===== config.mk =====
export PLATFORM = sky130hd
export DESIGN_NAME = bmc_ctrl
export DESIGN_NICKNAME = d
export VERILOG_FILES = /design/src/logic/bmc_pkg.sv /design/src/logic/bmc_ctrl.sv
export SDC_FILE = /design/constraint.sdc
export NUM_CORES = 1
export LEC_CHECK = 0
export BUFFER_PORTS_ARGS = -buffer_cell sky130_fd_sc_hd__buf_2
export CORE_AREA = 2 2 123 137
export CTS_CLUSTER_SIZE = 20
export DETAILED_ROUTE_END_ITERATION = 8
export DIE_AREA = 0 0 125 139
export PLACE_DENSITY = 0.58
export SYNTH_ARGS = -nofsm -noshare
export SYNTH_HDL_FRONTEND = slang
export SYNTH_SLANG_ARGS = --single-unit

===== constraint.sdc =====
create_clock -name clk_i -period 3.5 [get_ports clk_i]
set_clock_uncertainty 0.1 [all_clocks]
set_input_delay 0.7 -clock clk_i [delete_from_list [all_inputs] [get_ports clk_i]]
set_output_delay 0.7 -clock clk_i [all_outputs]
set_load 0.02 [all_outputs]

===== src/logic/bmc_pkg.sv =====
// Constants and types shared by the bus mode code and status controller.
`default_nettype none
package bmc_pkg;
   // Timing: clock period, response wait and subframe length.
   localparam int CLK_NS = 100;
   localparam int RESP_WAIT_NS = 34000;
   localparam logic [8:0] RESP_CYC = 9'(RESP_WAIT_NS / CLK_NS);
   localparam int SUBFRAME_NS = 15625000;
   localparam int SUBFRAME_CYC = SUBFRAME_NS / CLK_NS;
   localparam int TMR_W = 18;
   // Addresses and mode subaddresses.
   localparam logic [4:0] BCAST_ADDR = 5'h1f;
   localparam logic [4:0] SA_MODE0 = 5'h00;
   localparam logic [4:0] SA_MODE1 = 5'h1f;
   // Mode codes.
   localparam logic [4:0] MC_SYNC = 5'h01;
   localparam logic [4:0] MC_TX_STATUS = 5'h02;
   localparam logic [4:0] MC_SELF_TEST = 5'h03;
   localparam logic [4:0] MC_TX_SHDN = 5'h04;
   localparam logic [4:0] MC_OVR_SHDN = 5'h05;
   localparam logic [4:0] MC_INH_TF = 5'h06;
   localparam logic [4:0] MC_OVR_INH_TF = 5'h07;
   localparam logic [4:0] MC_RESET_RT = 5'h08;
   localparam logic [4:0] MC_TX_VECTOR = 5'h10;
   localparam logic [4:0] MC_SYNC_DAT = 5'h11;
   localparam logic [4:0] MC_TX_LAST = 5'h12;
   localparam logic [4:0] MC_TX_BIT = 5'h13;
   // Command word field positions.
   localparam int CW_ADDR = 11;
   localparam int CW_TR = 10;
   localparam int CW_SA = 5;
   localparam int CW_WC = 0;
   localparam logic [5:0] WC_FULL = 6'h20;
   // Status word field positions.
   localparam int SW_ADDR = 0;
   localparam int SW_ME = 5;
   localparam int SW_BUSY = 12;
   localparam int SW_SUBSYS = 13;
   localparam int SW_TF = 15;
   // Fault vector positions.
   localparam int F_ME = 0;
   localparam int F_BUSY = 1;
   localparam int F_SUBSYS = 2;
   localparam int F_TF = 3;
   localparam int F_TXERR = 4;
   localparam int F_NORESP = 5;
   localparam int F_LOOP = 6;
   typedef enum logic [1:0] {ST_IDLE, ST_SEND, ST_WSTAT, ST_RXDAT} bmc_st_e;
   typedef struct packed {
      bmc_st_e st;
      logic iso;
      logic bus_b;
      logic sel;
      logic tx;
      logic bc;
      logic own;
      logic [5:0] cnt;
      logic [8:0] tmo;
      logic [4:0] addr;
      logic [15:0] tx_word;
      logic tx_valid;
      logic tx_cmd;
      logic [15:0] rx_word;
      logic rx_wvalid;
      logic [15:0] stat;
      logic cmd_ready;
      logic refused;
      logic done;
      logic dat_ack;
      logic [6:0] flt;
      logic lb_pend;
      logic rt_fail;
      logic [TMR_W-1:0] sub_tmr;
      logic [5:0] sub_cnt;
      logic sync_pend;
   } bmc_state_s;
endpackage
`default_nettype wire


===== src/logic/bmc_ctrl.sv =====
// Bus controller: mode commands, status collection and medium fault handling.
`timescale 1ns/1ps
`default_nettype none
module bmc_ctrl #(
   parameter int SUBFRAME_CYCLES = bmc_pkg::SUBFRAME_CYC
) (
   // Clock and reset.
   input wire logic clk_i,
   input wire logic rst_i,
   // User command port.
   input wire logic cmd_valid_i,
   input wire logic [4:0] cmd_addr_i,
   input wire logic cmd_tx_i,
   input wire logic [4:0] cmd_sa_i,
   input wire logic [4:0] cmd_wc_i,
   output logic cmd_ready_o,
   output logic cmd_refused_o,
   // User data words and results.
   input wire logic dat_valid_i,
   input wire logic [15:0] dat_i,
   output logic dat_ack_o,
   output logic [15:0] rx_word_o,
   output logic rx_word_valid_o,
   output logic done_o,
   output logic [15:0] stat_o,
   output logic [6:0] flt_o,
   output logic rt_fail_o,
   // Medium control.
   input wire logic auto_en_i,
   input wire logic sel_a_i,
   input wire logic sel_b_i,
   output logic bus_b_o,
   output logic bus_sel_o,
   // Bus encoder, decoder and loop-back monitor.
   output logic [15:0] tx_word_o,
   output logic tx_valid_o,
   output logic tx_cmd_o,
   input wire logic tx_ready_i,
   input wire logic rx_valid_i,
   input wire logic rx_stat_i,
   input wire logic [15:0] rx_dat_i,
   input wire logic rx_err_i,
   input wire logic lb_fail_i
);
   bmc_pkg::bmc_state_s r;
   bmc_pkg::bmc_state_s n;

   // Only assigned mode codes pass; transmit-type codes cannot be broadcast.
   function automatic logic mode_ok(input logic [4:0] c, input logic bc, input logic t);
      case (c)
         bmc_pkg::MC_SYNC: mode_ok = bc && t;
         bmc_pkg::MC_SYNC_DAT: mode_ok = bc && !t;
         bmc_pkg::MC_TX_STATUS, bmc_pkg::MC_TX_VECTOR,
         bmc_pkg::MC_TX_LAST, bmc_pkg::MC_TX_BIT: mode_ok = t && !bc;
         bmc_pkg::MC_SELF_TEST, bmc_pkg::MC_TX_SHDN, bmc_pkg::MC_OVR_SHDN,
         bmc_pkg::MC_INH_TF, bmc_pkg::MC_OVR_INH_TF, bmc_pkg::MC_RESET_RT: mode_ok = t;
         default: mode_ok = 1'b0;
      endcase
   endfunction

   // Next-state logic for the whole controller.
   always_comb
   begin
      logic [6:0] ferr;
      logic fin;
      logic ismode;
      logic legal;
      ferr = '0;
      fin = 1'b0;
      ismode = (cmd_sa_i == bmc_pkg::SA_MODE0) || (cmd_sa_i == bmc_pkg::SA_MODE1);
      legal = ismode ? mode_ok(cmd_wc_i, cmd_addr_i == bmc_pkg::BCAST_ADDR, cmd_tx_i)
                     : !(cmd_tx_i && (cmd_addr_i == bmc_pkg::BCAST_ADDR));
      n = r;
      n.refused = 1'b0;
      n.done = 1'b0;
      n.dat_ack = 1'b0;
      n.rx_wvalid = 1'b0;
      n.rt_fail = 1'b0;
      n.lb_pend = r.lb_pend | lb_fail_i;
      unique case (r.st)
         bmc_pkg::ST_IDLE:
         begin
            if (r.sync_pend)
            begin
               // Frame sync has priority over user traffic.
               n.sync_pend = 1'b0;
               n.addr = bmc_pkg::BCAST_ADDR;
               n.bc = 1'b1;
               n.tx = 1'b0;
               n.own = (r.sub_cnt != 6'h00);
               n.cnt = (r.sub_cnt != 6'h00) ? 6'h01 : 6'h00;
               n.tx_word = {bmc_pkg::BCAST_ADDR, r.sub_cnt == 6'h00, bmc_pkg::SA_MODE0,
                            (r.sub_cnt == 6'h00) ? bmc_pkg::MC_SYNC : bmc_pkg::MC_SYNC_DAT};
               n.tx_valid = 1'b1;
               n.tx_cmd = 1'b1;
               n.flt = '0;
               n.st = bmc_pkg::ST_SEND;
            end
            else if (cmd_valid_i && r.cmd_ready)
            begin
               if (!legal)
               begin
                  n.refused = 1'b1;
               end
               else
               begin
                  n.addr = cmd_addr_i;
                  n.bc = (cmd_addr_i == bmc_pkg::BCAST_ADDR);
                  n.tx = cmd_tx_i;
                  n.own = 1'b0;
                  if (ismode)
                     n.cnt = {5'h00, cmd_wc_i[4]};
                  else
                     n.cnt = (cmd_wc_i == 5'h00) ? bmc_pkg::WC_FULL : {1'b0, cmd_wc_i};
                  n.tx_word = {cmd_addr_i, cmd_tx_i, cmd_sa_i, cmd_wc_i};
                  n.tx_valid = 1'b1;
                  n.tx_cmd = 1'b1;
                  n.flt = '0;
                  n.st = bmc_pkg::ST_SEND;
               end
            end
         end
         bmc_pkg::ST_SEND:
         begin
            if (r.tx_valid)
            begin
               if (tx_ready_i)
               begin
                  n.tx_valid = 1'b0;
                  n.tx_cmd = 1'b0;
                  if (r.tx || (r.cnt == 6'h00))
                  begin
                     if (r.bc)
                        fin = 1'b1;
                     else
                     begin
                        n.tmo = '0;
                        n.st = bmc_pkg::ST_WSTAT;
                     end
                  end
               end
            end
            else if (r.own)
            begin
               n.tx_word = {10'h000, r.sub_cnt};
               n.tx_valid = 1'b1;
               n.cnt = 6'h00;
            end
            else if (dat_valid_i)
            begin
               n.tx_word = dat_i;
               n.tx_valid = 1'b1;
               n.dat_ack = 1'b1;
               n.cnt = r.cnt - 6'h01;
            end
         end
         bmc_pkg::ST_WSTAT:
         begin
            if (rx_valid_i && rx_stat_i)
            begin
               n.stat = rx_dat_i;
               ferr[bmc_pkg::F_ME] = rx_dat_i[bmc_pkg::SW_ME];
               ferr[bmc_pkg::F_BUSY] = rx_dat_i[bmc_pkg::SW_BUSY];
               ferr[bmc_pkg::F_SUBSYS] = rx_dat_i[bmc_pkg::SW_SUBSYS];
               ferr[bmc_pkg::F_TF] = rx_dat_i[bmc_pkg::SW_TF];
               if (rx_err_i || (rx_dat_i[bmc_pkg::SW_ADDR +: 5] != r.addr))
               begin
                  ferr[bmc_pkg::F_TXERR] = 1'b1;
                  fin = 1'b1;
               end
               else if (r.tx && (r.cnt != 6'h00))
               begin
                  n.tmo = '0;
                  n.st = bmc_pkg::ST_RXDAT;
               end
               else
                  fin = 1'b1;
            end
            else if (r.tmo == bmc_pkg::RESP_CYC)
            begin
               ferr[bmc_pkg::F_NORESP] = 1'b1;
               fin = 1'b1;
            end
            else
               n.tmo = r.tmo + 9'h001;
         end
         bmc_pkg::ST_RXDAT:
         begin
            if (rx_valid_i && !rx_err_i && !rx_stat_i)
            begin
               n.rx_word = rx_dat_i;
               n.rx_wvalid = !r.iso;
               n.cnt = r.cnt - 6'h01;
               n.tmo = '0;
               fin = (r.cnt == 6'h01);
            end
            else if (rx_valid_i || (r.tmo == bmc_pkg::RESP_CYC))
            begin
               // A gap or a bad word inside a reply is a transmission error.
               ferr[bmc_pkg::F_TXERR] = 1'b1;
               fin = 1'b1;
            end
            else
               n.tmo = r.tmo + 9'h001;
         end
      endcase
      // Probe results must not overwrite the faults of the original message.
      if (!r.iso)
         n.flt = n.flt | ferr;
      if (fin)
      begin
         n.st = bmc_pkg::ST_IDLE;
         if (r.iso)
         begin
            // Medium B answered: medium A is the culprit, otherwise the terminal.
            n.iso = 1'b0;
            if (ferr[bmc_pkg::F_TXERR] || ferr[bmc_pkg::F_NORESP])
               n.rt_fail = 1'b1;
            else
               n.bus_b = 1'b1;
            n.done = 1'b1;
         end
         else
         begin
            n.flt[bmc_pkg::F_LOOP] = r.lb_pend | lb_fail_i;
            n.lb_pend = 1'b0;
            if ((ferr[bmc_pkg::F_TXERR] || ferr[bmc_pkg::F_NORESP] || n.flt[bmc_pkg::F_LOOP])
                && !r.bus_b && auto_en_i && !r.bc)
            begin
               // Probe the same terminal on medium B before deciding.
               n.iso = 1'b1;
               n.tx_word = {r.addr, 1'b1, bmc_pkg::SA_MODE0, bmc_pkg::MC_TX_STATUS};
               n.tx_valid = 1'b1;
               n.tx_cmd = 1'b1;
               n.tx = 1'b1;
               n.cnt = 6'h00;
               n.own = 1'b0;
               n.st = bmc_pkg::ST_SEND;
            end
            else
               n.done = 1'b1;
         end
      end
      // Manual medium selection only between messages.
      if ((r.st == bmc_pkg::ST_IDLE) && !r.iso)
      begin
         if (sel_b_i)
            n.bus_b = 1'b1;
         else if (sel_a_i)
            n.bus_b = 1'b0;
      end
      // Subframe timer; a sync is owed at the start of every subframe.
      if (r.sub_tmr == bmc_pkg::TMR_W'(SUBFRAME_CYCLES - 1))
      begin
         n.sub_tmr = '0;
         n.sub_cnt = r.sub_cnt + 6'h01;
      end
      else
         n.sub_tmr = r.sub_tmr + bmc_pkg::TMR_W'(1);
      if (r.sub_tmr == '0)
         n.sync_pend = 1'b1;
      n.sel = n.iso | n.bus_b;
      n.cmd_ready = (n.st == bmc_pkg::ST_IDLE) && !n.sync_pend && !n.iso;
   end

   // State register; reset leaves medium A selected.
   always_ff @(posedge clk_i)
   begin
      if (rst_i)
         r <= '0;
      else
         r <= n;
   end

   // Outputs straight from the state register.
   assign cmd_ready_o = r.cmd_ready;
   assign cmd_refused_o = r.refused;
   assign dat_ack_o = r.dat_ack;
   assign rx_word_o = r.rx_word;
   assign rx_word_valid_o = r.rx_wvalid;
   assign done_o = r.done;
   assign stat_o = r.stat;
   assign flt_o = r.flt;
   assign rt_fail_o = r.rt_fail;
   assign bus_b_o = r.bus_b;
   assign bus_sel_o = r.sel;
   assign tx_word_o = r.tx_word;
   assign tx_valid_o = r.tx_valid;
   assign tx_cmd_o = r.tx_cmd;
endmodule
`default_nettype wire


==> run metrics <==
clk buf depth=2; post-synthesis sequential area ratio=0.373; top cell type's share of synthesized area=0.373; Synth Area in Simple Gates=0.235; CTS Buf Count=17; dpl hpwl=between 10000 and 15000 microns; antenna fix cells=0; Synth Warn #=0; Mapped Cells=a little under 800; DR WL/cell=roughly 16 microns; CP Max Fanout=17; Setup crit end kind=flop; met3 WL=900 microns; antenna violations before repair=0; Die Span Y=139 microns; CTS Sinks=about 120; critical path class=reg -> reg; CTS tree=built; period utilization=0.871; Synth Area in XOR/XNOR=0.0405; number of DRC markers in iteration 0=roughly 300; Leak=~0.003 uW; CTS root buf=clkbuf_16; top cells by area, synth=dfxtp_1 (37%), nand2_1 (7.1%), buf_4 (7.1%), a21oi_1 (6.5%), nor2_1 (5.1%); Fin Setup TNS=0 ns; Worst VDD drop=roughly 0.31 mV; cell accounting for the most synthesized area=dfxtp_1; Final Hold Viols=0; Vias/cell=5.26; Routed WL=between 15000 and 20000 microns; Post-Synth Adder-Cell Area=0.0279; Die X=roughly 130 microns; Pre-Repair DR Iteration Count=5; Final ANT Viol Nets=0; mux cell area share after synthesis=0.0257; pin count of the biggest net entering global routing=40; share of flip-flops with an asynchronous set or reset=0; worst skew pair latency=0.42 ns; fillers=between 1500 and 2000; Synth Area per Inst=around 8.0 sq um; via count=about 5700; Crit path required time=3.69 ns; Synth cell types=73; core area=~16000 sq um; syn nets=about 860; gpl congestion=slightly above 0.8; Rows=49; initial core utilization=0.391; Synth Area in Compound Gates=0.193; endpoints failing setup=0; I/O Buffers=124; Worst Max-Slew Pin Slew=between 0.8 and 0.9 ns; final core utilization=0.457; mapped cell area=roughly 6300 sq um; max-slew violation total from the final report=0; Clock Pin Slew Worst Setup and Hold Paths=~0.060 ns; worst endpoint data arrival time=3.24 ns; Final min period=3.05 ns; HP Class=reg -> reg; total global routing overflow=0; Max-slew headroom=0.450; Synth-to-Final Area Change=17.1%; max_cap viols=0; Tot Pwr=just over 4000 uW; PwrDens=565 nW/um^2; Finished Layout Cells=about 1100; number of flops mapped to enable cells by yosys=0; Main synth FF type=dfxtp_1; number of cells after detailed placement=around 1000; Max Fclk=between 300 and 400 MHz; Final Net Count=934; uppermost layer routed=met4; routed wl met2=just under 8000 microns; RSZ-0062 raised after global routing=no; Tot GR Track Use=0.193; WL met1=between 8000 and 9000 microns; H-tree levels=4; status=complete, no violations; share of cells above drive strength 1=0.239; DRC Markers=0; IO Count=125; vias in the first global route=around 5300; first-pass GRT wire length=27200 microns; Total Die Area=~17000 sq um; largest family of logic cells by synthesized area=simple AND/OR/NAND/NOR gates; #FFs+latches synth=about 120; Critical Path Start Type=flop
sequential cells by signal, summed over array words and instances (netlist names):
| register | count |
|---|---|
| done_o | 1 |
| flt_o | 7 |
| rx_word_o | 16 |
| tx_valid_o | 1 |
| bus_sel_o | 1 |
| cmd_ready_o | 1 |
| stat_o | 16 |
| rt_fail_o | 1 |
| bus_b_o | 1 |
| tx_cmd_o | 1 |
| r | 52 |
| tx_word_o | 16 |
| rx_word_valid_o | 1 |
| cmd_refused_o | 1 |
| dat_ack_o | 1 |
metrics by stage:
stage	hold WS (ns)	worst slack, ns	area (sq um)
finish	0.350	0.451	7350
global route	0.369	0.0716	7350
detailed placement	0.343	-0.0296	6770
CTS	0.352	0.00579	7340
floorplan	0.337	0.793	6280
global placement	0.340	0.0510	6770
power breakdown:
group | total (uW) | switching (uW) | internal, uW
sequential | 1530 | 103 | 1430
clock | 1670 | 684 | 991
combinational | 947 | 581 | 366
total | 4150 | 1370 | 2780
cell usage in the layout, fill, tap and decap left out, types with 7 or more instances in the layout:
cell type and instances:
buf_4 23, nor4_1 7, nand2_1 119, mux2_2 9, nor3_1 16, and3_1 8, nor2_1 86, a21oi_1 82
nor2b_1 13, nand3_1 18, xnor2_1 7, a22oi_1 8, o21ai_0 23, nand4_1 10, xor2_1 22, a31oi_1 11
inv_1 21, ha_1 14, dfxtp_1 117, buf_2 124, clkbuf_16 17
routing by layer:
metal,GRT usage,vias to the layer above
met5,0,-
met4,0.0427,0
met3,0.0498,16
met2,0.312,147
met1,0.260,2643
li1,-,2858
critical path, stage by stage, from the launching register on:
cell and delay [ns]:
dfxtp_1 0.33, inv_1 0.10, ha_1 0.16, nor2b_1 0.31, a21boi_0 0.21, a31oi_2 0.35, o31ai_4 0.13, a211oi_4 0.62
or2_2 0.50, nor3_1 0.11
Yosys cell counts (3+ instances only):
| master | count |
|---|---|
| mux2i_1 | 6 |
| inv_1 | 21 |
| a221oi_1 | 5 |
| a21oi_1 | 82 |
| or3_1 | 5 |
| a222oi_1 | 4 |
| ha_1 | 14 |
| and2_1 | 3 |
| clkbuf_1 | 23 |
| or2_2 | 3 |
| o31ai_1 | 3 |
| mux2_2 | 9 |
| and4_1 | 4 |
| nand3_1 | 18 |
| xor2_1 | 22 |
| a31oi_1 | 11 |
| nand2_1 | 119 |
| buf_4 | 59 |
| buf_1 | 4 |
| a21o_1 | 6 |
| nor4_1 | 7 |
| a211oi_1 | 5 |
| dfxtp_1 | 117 |
| xnor2_1 | 7 |
| nor2b_1 | 13 |
| nand4_1 | 10 |
| a41oi_1 | 3 |
| o21ai_0 | 24 |
| nor3_1 | 16 |
| and3_1 | 8 |
| a311oi_1 | 3 |
| o21bai_1 | 3 |
| a22oi_1 | 8 |
| buf_2 | 4 |
| o221ai_1 | 4 |
| nor2_1 | 86 |
path summary, 6_finish.rpt:
path / from / cells after the start / to / slack (ns)
worst max register to register: r[103] / 9 / r[108] / 0.45
worst min-delay path: rx_word_o[14] / 2 / rx_word_o[14] / 0.35
worst min register to register: rx_word_o[14] / 2 / rx_word_o[14] / 0.35
worst max-delay path: r[103] / 9 / r[108] / 0.45
final cells by class:
type                    count  area, sq um  share of cell area
multi-input cells         555         3300               0.450
clock inverters            15          144              0.0196
flip-flops and latches    117         2340               0.319
well taps                 204          255              0.0347
inverters                  22         82.6              0.0112
clock buffers              17          425              0.0579
repair buffers            147          793               0.108
logic make-up after synthesis:
| family | after synthesis |
|---|---|
| compound gates | 186 |
| xor+xnor | 29 |
| fa+ha+maj | 14 |
| buf+inv | 113 |
| flops | 117 |
| mux | 15 |
| simple gates | 311 |
repair_timing:
action	in CTS	in global routing
hold buffers	0	0
endpoints found under the setup margin	0	17
gates resized for setup	0	2
setup buffers	0	0
Power figures use the tool's default switching activity.
